<file path="config.mk">
export PLATFORM = sky130hd
export DESIGN_NAME = dual_bank_io_port_regs
export DESIGN_NICKNAME = d
export VERILOG_FILES = /design/src/gpio_pkg.sv /design/src/dual_bank_io_port_regs.sv /design/src/pin_sync.sv /design/src/bank_pins.sv
export SDC_FILE = /design/constraint.sdc
export NUM_CORES = 1
export LEC_CHECK = 0
export BUFFER_PORTS_ARGS = -buffer_cell sky130_fd_sc_hd__buf_2
export CORE_ASPECT_RATIO = 1.25
export CORE_UTILIZATION = 60
export CTS_CLUSTER_DIAMETER = 40
export CTS_CLUSTER_SIZE = 40
export DETAILED_ROUTE_END_ITERATION = 7
export GPL_TIMING_DRIVEN = 0
export PLACE_DENSITY = 0.82
export SYNTH_ARGS = -nofsm -noshare
export SYNTH_HDL_FRONTEND = slang
export SYNTH_HIERARCHICAL = 1
export SYNTH_SLANG_ARGS = --single-unit
</file>
<file path="constraint.sdc">
create_clock -name clk -period 2.93 [get_ports clk]
set_clock_uncertainty 0.1 [all_clocks]
set_input_delay 0.4395 -clock clk [delete_from_list [all_inputs] [get_ports clk]]
set_output_delay 0.4395 -clock clk [all_outputs]
set_load 0.05 [all_outputs]
</file>
<file path="src/gpio_pkg.sv">
// Constants, register map and carrier types for the two-bank I/O port.
// Assumes a single 250 MHz clock and an 8-bit register port.
`default_nettype none
package gpio_pkg;

   // Register port width.
   localparam int unsigned DATA_W = 8;

   // Register offsets, bank A.
   localparam logic [7:0] BANK_A_DIRECTION_OFFSET = 8'he0;
   localparam logic [7:0] BANK_A_OUTPUT_VALUE_OFFSET = 8'he1;
   localparam logic [7:0] BANK_A_PIN_LEVEL_OFFSET = 8'he2;
   localparam logic [7:0] BANK_A_DRIVER_TYPE_OFFSET = 8'he3;

   // Register offsets, bank B.
   localparam logic [7:0] BANK_B_DIRECTION_OFFSET = 8'hd0;
   localparam logic [7:0] BANK_B_OUTPUT_VALUE_OFFSET = 8'hd1;
   localparam logic [7:0] BANK_B_PIN_LEVEL_OFFSET = 8'hd2;
   localparam logic [7:0] BANK_B_DRIVER_TYPE_OFFSET = 8'hd3;

   // Reset values; reserved bits follow the same defaults.
   localparam logic [7:0] DIRECTION_RESET = 8'h00;
   localparam logic [7:0] OUTPUT_VALUE_RESET = 8'hff;
   localparam logic [7:0] DRIVER_TYPE_RESET = 8'h00;
   localparam logic [7:0] SYNC_RESET = 8'h00;
   localparam logic [7:0] READ_IDLE = 8'h00;

   // Lines that exist in each bank; other bits are reserved.
   localparam logic [7:0] BANK_A_LINE_MASK = 8'h7f;
   localparam logic [7:0] BANK_B_LINE_MASK = 8'hf7;

   // Number of lines wired to bank A pins.
   localparam int unsigned BANK_A_LINES = 7;

   // Field values of the per-line control bits.
   localparam logic DIR_INPUT = 1'b0;
   localparam logic DIR_OUTPUT = 1'b1;
   localparam logic DRIVE_OPEN_DRAIN = 1'b0;
   localparam logic DRIVE_PUSH_PULL = 1'b1;

   // Writable state of one bank.
   typedef struct packed {
      logic [7:0] direction;
      logic [7:0] output_value;
      logic [7:0] driver_type;
   } bank_ctrl_type;

   // What one bank presents to its pads.
   typedef struct packed {
      logic [7:0] drive;
      logic [7:0] enable;
   } pad_out_type;

   // One register access from the port.
   typedef struct packed {
      logic [7:0] addr;
      logic [7:0] wdata;
      logic wr;
      logic rd;
   } reg_req_type;

   // Register selected by an address.
   typedef enum logic [3:0] {
      SEL_NONE,
      SEL_A_DIRECTION,
      SEL_A_OUTPUT_VALUE,
      SEL_A_PIN_LEVEL,
      SEL_A_DRIVER_TYPE,
      SEL_B_DIRECTION,
      SEL_B_OUTPUT_VALUE,
      SEL_B_PIN_LEVEL,
      SEL_B_DRIVER_TYPE
   } reg_sel_type;

endpackage : gpio_pkg
`default_nettype wire

</file>
<file path="src/dual_bank_io_port_regs.sv">
// Register block and pad control for two general-purpose I/O banks.
// Assumes a master on the plain register port that never needs a wait,
// and board pins that are asynchronous to clk.
//
// Functional notes
// RULE1 - Bank A direction bits 6..0 per line, 1 output, reset 0.
// RULE2 - Bank A output lines follow value register; bits reset to 1.
// RULE3 - Bank A pin level register reads every pin, whatever its use.
// RULE4 - Bank A driver bit 0 open drain, 1 push-pull, reset 0.
// RULE5 - Bank B direction bits 7..4 and 2..0, bit 3 reserved.
// RULE6 - Bank B output lines follow value register; bits reset to 1.
// RULE7 - Bank B pin level register reads live pins, bit 3 reserved.
// RULE8 - Bank B driver bit 0 open drain, 1 push-pull, reset 0.
// RULE9 - Open drain pulls low for 0, releases for 1; inputs undriven.
// RULE10 - Pin level writes ignored; pins synchronised before readback.
`timescale 1ns/10ps
`default_nettype none
module dual_bank_io_port_regs
   import gpio_pkg::*;
(
   input wire logic clk,
   input wire logic reset_n,
   input wire logic [7:0] reg_addr,
   input wire logic [7:0] reg_wdata,
   input wire logic reg_wr,
   input wire logic reg_rd,
   output logic [7:0] reg_rdata,
   input wire logic [6:0] bank_a_pin_in,
   output logic [6:0] bank_a_pin_out,
   output logic [6:0] bank_a_pin_oe,
   input wire logic [7:0] bank_b_pin_in,
   output logic [7:0] bank_b_pin_out,
   output logic [7:0] bank_b_pin_oe
);

   // Address decode shared by the write and the read path.
   function automatic reg_sel_type reg_select(input logic [7:0] addr);
      reg_sel_type sel;
      sel = SEL_NONE;
      if (addr == BANK_A_DIRECTION_OFFSET) begin
         sel = SEL_A_DIRECTION;
      end else if (addr == BANK_A_OUTPUT_VALUE_OFFSET) begin
         sel = SEL_A_OUTPUT_VALUE;
      end else if (addr == BANK_A_PIN_LEVEL_OFFSET) begin
         sel = SEL_A_PIN_LEVEL;
      end else if (addr == BANK_A_DRIVER_TYPE_OFFSET) begin
         sel = SEL_A_DRIVER_TYPE;
      end else if (addr == BANK_B_DIRECTION_OFFSET) begin
         sel = SEL_B_DIRECTION;
      end else if (addr == BANK_B_OUTPUT_VALUE_OFFSET) begin
         sel = SEL_B_OUTPUT_VALUE;
      end else if (addr == BANK_B_PIN_LEVEL_OFFSET) begin
         sel = SEL_B_PIN_LEVEL;
      end else if (addr == BANK_B_DRIVER_TYPE_OFFSET) begin
         sel = SEL_B_DRIVER_TYPE;
      end
      return sel;
   endfunction : reg_select

   reg_req_type req;
   reg_sel_type wr_sel;
   reg_sel_type rd_sel;

   assign req.addr = reg_addr;
   assign req.wdata = reg_wdata;
   assign req.wr = reg_wr;
   assign req.rd = reg_rd;

   assign wr_sel = reg_select(req.addr);
   assign rd_sel = reg_select(req.addr);

   // Write strobes for each writable register.
   logic wr_a_direction;
   logic wr_a_output_value;
   logic wr_a_driver_type;
   logic wr_b_direction;
   logic wr_b_output_value;
   logic wr_b_driver_type;

   // RULE1 direction write decode.
   assign wr_a_direction = req.wr && (wr_sel == SEL_A_DIRECTION);
   // RULE2 value write decode.
   assign wr_a_output_value = req.wr && (wr_sel == SEL_A_OUTPUT_VALUE);
   // RULE4 driver write decode.
   assign wr_a_driver_type = req.wr && (wr_sel == SEL_A_DRIVER_TYPE);
   // RULE5 direction write decode.
   assign wr_b_direction = req.wr && (wr_sel == SEL_B_DIRECTION);
   // RULE6 value write decode.
   assign wr_b_output_value = req.wr && (wr_sel == SEL_B_OUTPUT_VALUE);
   // RULE8 driver write decode.
   assign wr_b_driver_type = req.wr && (wr_sel == SEL_B_DRIVER_TYPE);

   // Control registers, one flop group each. Reserved bits are writable
   // storage that reads back but never reaches a pad.
   logic [7:0] bank_a_direction_q;
   logic [7:0] bank_a_direction_d;
   logic [7:0] bank_a_output_value_q;
   logic [7:0] bank_a_output_value_d;
   logic [7:0] bank_a_driver_type_q;
   logic [7:0] bank_a_driver_type_d;
   logic [7:0] bank_b_direction_q;
   logic [7:0] bank_b_direction_d;
   logic [7:0] bank_b_output_value_q;
   logic [7:0] bank_b_output_value_d;
   logic [7:0] bank_b_driver_type_q;
   logic [7:0] bank_b_driver_type_d;
   bank_ctrl_type bank_a_ctrl;
   bank_ctrl_type bank_b_ctrl;

   // RULE1 bank A direction next value.
   assign bank_a_direction_d = wr_a_direction ? req.wdata
                               : bank_a_direction_q;
   // RULE2 bank A output value next value.
   assign bank_a_output_value_d = wr_a_output_value ? req.wdata
                                  : bank_a_output_value_q;
   // RULE4 bank A driver type next value.
   assign bank_a_driver_type_d = wr_a_driver_type ? req.wdata
                                 : bank_a_driver_type_q;

   // RULE5 bank B direction next value.
   assign bank_b_direction_d = wr_b_direction ? req.wdata
                               : bank_b_direction_q;
   // RULE6 bank B output value next value.
   assign bank_b_output_value_d = wr_b_output_value ? req.wdata
                                  : bank_b_output_value_q;
   // RULE8 bank B driver type next value.
   assign bank_b_driver_type_d = wr_b_driver_type ? req.wdata
                                 : bank_b_driver_type_q;

   // RULE1 bank A direction storage.
   always_ff @(posedge clk) begin
      if (!reset_n) begin
         bank_a_direction_q <= DIRECTION_RESET;
      end else begin
         bank_a_direction_q <= bank_a_direction_d;
      end
   end

   // RULE2 bank A value storage.
   always_ff @(posedge clk) begin
      if (!reset_n) begin
         bank_a_output_value_q <= OUTPUT_VALUE_RESET;
      end else begin
         bank_a_output_value_q <= bank_a_output_value_d;
      end
   end

   // RULE4 bank A driver storage.
   always_ff @(posedge clk) begin
      if (!reset_n) begin
         bank_a_driver_type_q <= DRIVER_TYPE_RESET;
      end else begin
         bank_a_driver_type_q <= bank_a_driver_type_d;
      end
   end

   // RULE5 bank B direction storage.
   always_ff @(posedge clk) begin
      if (!reset_n) begin
         bank_b_direction_q <= DIRECTION_RESET;
      end else begin
         bank_b_direction_q <= bank_b_direction_d;
      end
   end

   // RULE6 bank B value storage.
   always_ff @(posedge clk) begin
      if (!reset_n) begin
         bank_b_output_value_q <= OUTPUT_VALUE_RESET;
      end else begin
         bank_b_output_value_q <= bank_b_output_value_d;
      end
   end

   // RULE8 bank B driver storage.
   always_ff @(posedge clk) begin
      if (!reset_n) begin
         bank_b_driver_type_q <= DRIVER_TYPE_RESET;
      end else begin
         bank_b_driver_type_q <= bank_b_driver_type_d;
      end
   end

   // Registers bundled per bank for the pad drivers.
   assign bank_a_ctrl.direction = bank_a_direction_q;
   assign bank_a_ctrl.output_value = bank_a_output_value_q;
   assign bank_a_ctrl.driver_type = bank_a_driver_type_q;
   assign bank_b_ctrl.direction = bank_b_direction_q;
   assign bank_b_ctrl.output_value = bank_b_output_value_q;
   assign bank_b_ctrl.driver_type = bank_b_driver_type_q;

   // Pin level readback path.
   logic [7:0] bank_a_pin_raw;
   logic [7:0] bank_a_level_sync;
   logic [7:0] bank_b_level_sync;
   logic [7:0] bank_a_level;
   logic [7:0] bank_b_level;

   // Bank A has no pin on bit 7.
   assign bank_a_pin_raw = {1'b0, bank_a_pin_in};

   // RULE10 bank A pins synchronised.
   pin_sync bank_a_sync (
      .clk(clk),
      .reset_n(reset_n),
      .pin_async(bank_a_pin_raw),
      .pin_level(bank_a_level_sync)
   );

   // RULE10 bank B pins synchronised.
   pin_sync bank_b_sync (
      .clk(clk),
      .reset_n(reset_n),
      .pin_async(bank_b_pin_in),
      .pin_level(bank_b_level_sync)
   );

   // The pad is sampled whatever drives it, so an output line reads
   // back its own driven level and an alternate-use pin its live level.
   // RULE3 bank A live level.
   assign bank_a_level = bank_a_level_sync & BANK_A_LINE_MASK;
   // RULE7 bank B live level.
   assign bank_b_level = bank_b_level_sync & BANK_B_LINE_MASK;

   // Read data mux; unmapped addresses read zero.
   logic [7:0] rd_mux;
   logic [7:0] rdata_q;
   logic [7:0] rdata_d;

   always_comb begin
      rd_mux = READ_IDLE;
      case (rd_sel)
         SEL_A_DIRECTION: begin
            rd_mux = bank_a_direction_q;
         end
         SEL_A_OUTPUT_VALUE: begin
            rd_mux = bank_a_output_value_q;
         end
         // RULE3 bank A level read.
         SEL_A_PIN_LEVEL: begin
            rd_mux = bank_a_level;
         end
         SEL_A_DRIVER_TYPE: begin
            rd_mux = bank_a_driver_type_q;
         end
         SEL_B_DIRECTION: begin
            rd_mux = bank_b_direction_q;
         end
         SEL_B_OUTPUT_VALUE: begin
            rd_mux = bank_b_output_value_q;
         end
         // RULE7 bank B level read.
         SEL_B_PIN_LEVEL: begin
            rd_mux = bank_b_level;
         end
         SEL_B_DRIVER_TYPE: begin
            rd_mux = bank_b_driver_type_q;
         end
         default: begin
            rd_mux = READ_IDLE;
         end
      endcase
   end

   // Read data stands only in the cycle after the read strobe.
   assign rdata_d = req.rd ? rd_mux : READ_IDLE;

   always_ff @(posedge clk) begin
      if (!reset_n) begin
         rdata_q <= READ_IDLE;
      end else begin
         rdata_q <= rdata_d;
      end
   end

   assign reg_rdata = rdata_q;

   // RULE10 level registers ignore writes.
   // No write strobe exists for SEL_A_PIN_LEVEL or SEL_B_PIN_LEVEL, so a
   // write there leaves every register unchanged.

   // Pad drivers.
   pad_out_type bank_a_pads;
   pad_out_type bank_b_pads;

   // RULE2 RULE4 RULE9 bank A pad drive.
   bank_pins #(
      .LINE_MASK(BANK_A_LINE_MASK)
   ) bank_a_drv (
      .clk(clk),
      .reset_n(reset_n),
      .ctrl(bank_a_ctrl),
      .pads(bank_a_pads)
   );

   // RULE6 RULE8 RULE9 bank B pad drive.
   bank_pins #(
      .LINE_MASK(BANK_B_LINE_MASK)
   ) bank_b_drv (
      .clk(clk),
      .reset_n(reset_n),
      .ctrl(bank_b_ctrl),
      .pads(bank_b_pads)
   );

   // Each pad takes its own bit; bank A bit 7 has no pad at all.
   for (genvar i = 0; i < BANK_A_LINES; i++) begin : g_bank_a_pad
      assign bank_a_pin_out[i] = bank_a_pads.drive[i];
      assign bank_a_pin_oe[i] = bank_a_pads.enable[i];
   end

   // Bank B line 3 is reserved; its driver is kept off by the mask.
   for (genvar i = 0; i < DATA_W; i++) begin : g_bank_b_pad
      assign bank_b_pin_out[i] = bank_b_pads.drive[i];
      assign bank_b_pin_oe[i] = bank_b_pads.enable[i];
   end

endmodule : dual_bank_io_port_regs
`default_nettype wire

</file>
<file path="src/pin_sync.sv">
// Two-flop synchroniser for a group of pin levels.
// Assumes the pins are asynchronous to clk; only stage two is read.
`timescale 1ns/10ps
`default_nettype none
module pin_sync
   import gpio_pkg::*;
(
   input wire logic clk,
   input wire logic reset_n,
   input wire logic [7:0] pin_async,
   output logic [7:0] pin_level
);

   logic [7:0] meta_q;
   logic [7:0] level_q;

   always_ff @(posedge clk) begin
      if (!reset_n) begin
         meta_q <= SYNC_RESET;
         level_q <= SYNC_RESET;
      end else begin
         meta_q <= pin_async;
         level_q <= meta_q;
      end
   end

   assign pin_level = level_q;

endmodule : pin_sync
`default_nettype wire

</file>
<file path="src/bank_pins.sv">
// Pad driver for one bank of eight lines, registered outputs.
// Assumes the board resolves the wire from drive and enable.
`timescale 1ns/10ps
`default_nettype none
module bank_pins
   import gpio_pkg::*;
#(
   parameter logic [7:0] LINE_MASK = 8'hff
) (
   input wire logic clk,
   input wire logic reset_n,
   input wire bank_ctrl_type ctrl,
   output pad_out_type pads
);

   logic [7:0] push_pull;
   logic [7:0] enable_d;
   logic [7:0] drive_d;
   pad_out_type pads_q;

   assign push_pull = ctrl.driver_type;

   // Open drain sinks only for a 0; push-pull drives both levels.
   // Input lines and reserved bits never enable a driver.
   assign enable_d = LINE_MASK & ctrl.direction
                     & (push_pull | ~ctrl.output_value);
   assign drive_d = LINE_MASK & push_pull & ctrl.output_value;

   always_ff @(posedge clk) begin
      if (!reset_n) begin
         pads_q <= '0;
      end else begin
         pads_q.enable <= enable_d;
         pads_q.drive <= drive_d;
      end
   end

   assign pads = pads_q;

endmodule : bank_pins
`default_nettype wire

</file>
==> impl_metrics.json <==
{
  "status": "finished clean",
  "min_period_over_period_pct": 63.6,
  "fp.dieArea_mm2": 0.00760,
  "nNetsFinal": 537,
  "wl_um": 9730,
  "postSynthCellCount": 422,
  "power.switching_uw": 618,
  "grt_util_met2_pct": 46.1,
  "critPathLaunchType": "input port",
  "post-place-cells": 581,
  "min_from": "bank_a_pin_in[2]",
  "clockBufferDepth": 2,
  "io_pins": 73,
  "layout_commonest_cell": "dfxtp_1",
  "hold_path_depth": 2,
  "routed_via_density": 5.51,
  "switching_share_pct": 22.6,
  "rsz0062_at_grt": "no",
  "mostFrequentLayoutCells": "dfxtp_1 (112), buf_2 (74), mux2i_1 (58)",
  "drtPass1Iterations": 8,
  "setup_viol": 0,
  "layout-drive-gt1-share_pct": 30.2,
  "place_ws_ns": 0.697,
  "grt_busiest_layer": "met2",
  "first_global_vias": 3163,
  "ant_nets": 0,
  "critPathKind": "input port to register",
  "placement.io_buffers": 68,
  "start_util_pct": 62.4,
  "max_freq_ghz": 0.536,
  "post_layout_nonfiller_instances": 597,
  "holdCritPathClass": "input port to register",
  "cts_buffers": 9,
  "fin_setup_tns_ns": 0,
  "cp.required_ns": 3.05,
  "reg2reg_slack_ns": 1.73,
  "cts.sinks": 112,
  "holdWs_ns": 0.170,
  "drv_cap": 0,
  "fin_ws_ns": 1.07,
  "r2r-end": "reg_rdata[4]$_SDFF_PN0_",
  "p_leak_nw": 2.26,
  "critPathMaxStageDelay_ns": 0.52,
  "hold_viol": 0,
  "pwr-share-comb_pct": 6.1,
  "areaGrowthSynthToFinish_pct": 15.8,
  "antenna_found_initial": 0,
  "p_seq_share_pct": 56.4,
  "worst_slew_pin_slew_ns": 0.745,
  "grt_use_total_pct": 26.8,
  "slowest_stage": "clkbuf_1",
  "vias": 3291,
  "cts-resized-gates": 0,
  "vdd_drop_max_mv": 0.411,
  "use_met1_pct": 31.9,
  "syn_area_mm2": 0.00435,
  "cts_tree": "yes",
  "drtIter0Drc": 221,
  "diodes": 0,
  "placementRows": 34,
  "clk-insertion-delay-late_ns": 0.37,
  "cts_hold_buf": 0,
  "fin_area_mm2": 0.00504,
  "cts_max_level": 3,
  "clk_pin_slew_worst_paths_ns": 0.10,
  "chipHeight_um": 97.2,
  "p_int_mw": 2.12,
  "yosys_warnings": 6,
  "placed_area_mm2": 0.00481,
  "grt_pass1_wl_um": 15500,
  "reg2reg_from": "bank_a_output_value_q[4]$_SDFFE_PN1P_",
  "clkPwrFrac_pct": 37.4,
  "cts_setup_buffers": 0,
  "max_slew_margin_pct": 50.3,
  "synth.avg_cell_area_um2": 10.3,
  "coreArea_mm2": 0.00698,
  "arrival_ns": 1.99,
  "p_per_area_mw_per_mm2": 544,
  "path_max_fanout": 26,
  "root_buffer": "clkbuf_8",
  "gp_congestion": 0.923,
  "dp_hpwl_um": 6750,
  "detail_route.wl_per_cell_um": 16.3,
  "slew_viol_final": 0,
  "min_to": "bank_a_sync/meta_q[2]$_SDFF_PN0_",
  "use_met3_pct": 6.85,
  "grt_overflow_total": 0,
  "cp-end-kind": "register",
  "worstPathCellList": "buf_2 > clkbuf_1 > clkbuf_1 > nand3_1",
  "cpMostUsedCell": "clkbuf_1",
  "period_needed_ns": 1.86,
  "r2r_cells": 4,
  "drc_errors": 0,
  "die_x_um": 78.2,
  "grt_max_degree": 27
}
[critical path, delay by kind of cell]
| family | cells | cell delay (ns) |
|---|---|---|
| buf+inv | 3 | 1.39 |
| simple gates | 1 | 0.15 |
[how the worst max path moves through the flow]
stage | from | endpoint | cells after the start
after floorplan | reg_addr[1] | bank_b_direction_q[0]$_SDFFE_PN0P_ | 6
after global placement | reset_n | bank_b_output_value_q[6]$_SDFFE_PN1P_ | 4
after detailed placement | reset_n | bank_b_output_value_q[6]$_SDFFE_PN1P_ | 4
after CTS | reset_n | bank_b_output_value_q[6]$_SDFFE_PN1P_ | 4
after global routing | reset_n | bank_b_output_value_q[6]$_SDFFE_PN1P_ | 4
final | reset_n | bank_b_output_value_q[6]$_SDFFE_PN1P_ | 4
[routing by layer]
layer	routed length, um	part of all wire [%]	vias to the layer above
met1	4000	41	1547
met2	4910	50	143
li1	-	-	1580
met5	0	0	-
met4	242	2.5	0
met3	580	6.0	21
[metrics by stage]
step                      util, %  power (mW)
after floorplan                 -        1.68
after global placement       68.9        1.74
after detailed placement     68.9        1.75
after CTS                    72.2        2.75
after global routing         72.2        2.83
final                        72.2        2.74
[registers in the layout, summed over array words and instances, names as in the netlist, 8 cells and up]
register and cells:
bank_b_direction_q 8, bank_b_drv/pads 14, bank_a_drv/pads 14, bank_a_direction_q 8, reg_rdata 8, bank_a_output_value_q 8
bank_b_driver_type_q 8, bank_b_output_value_q 8, bank_a_driver_type_q 8
[final cells by class]
class                           count  area [um^2]
Tap cell                           90          113
Sequential cell                   112         2240
Clock inverter                      6         91.3
Multi-Input combinational cell    271         1900
Timing Repair Buffer               68          340
Buffer                             26          166
Clock buffer                       10          138
Fill cell                         548         1940
Inverter                           14         52.6
[power groups by stage]
stage          registers [mW]  logic (mW)  clock network, mW
2_1_floorplan            1.58      0.0959                  0
3_3_place_gp             1.58       0.161                  0
3_5_place_dp             1.58       0.165                  0
4_1_cts                  1.55       0.166               1.04
5_1_grt                  1.55       0.178               1.11
6_report                 1.55       0.167               1.03
Power figures use the tool's default switching activity.
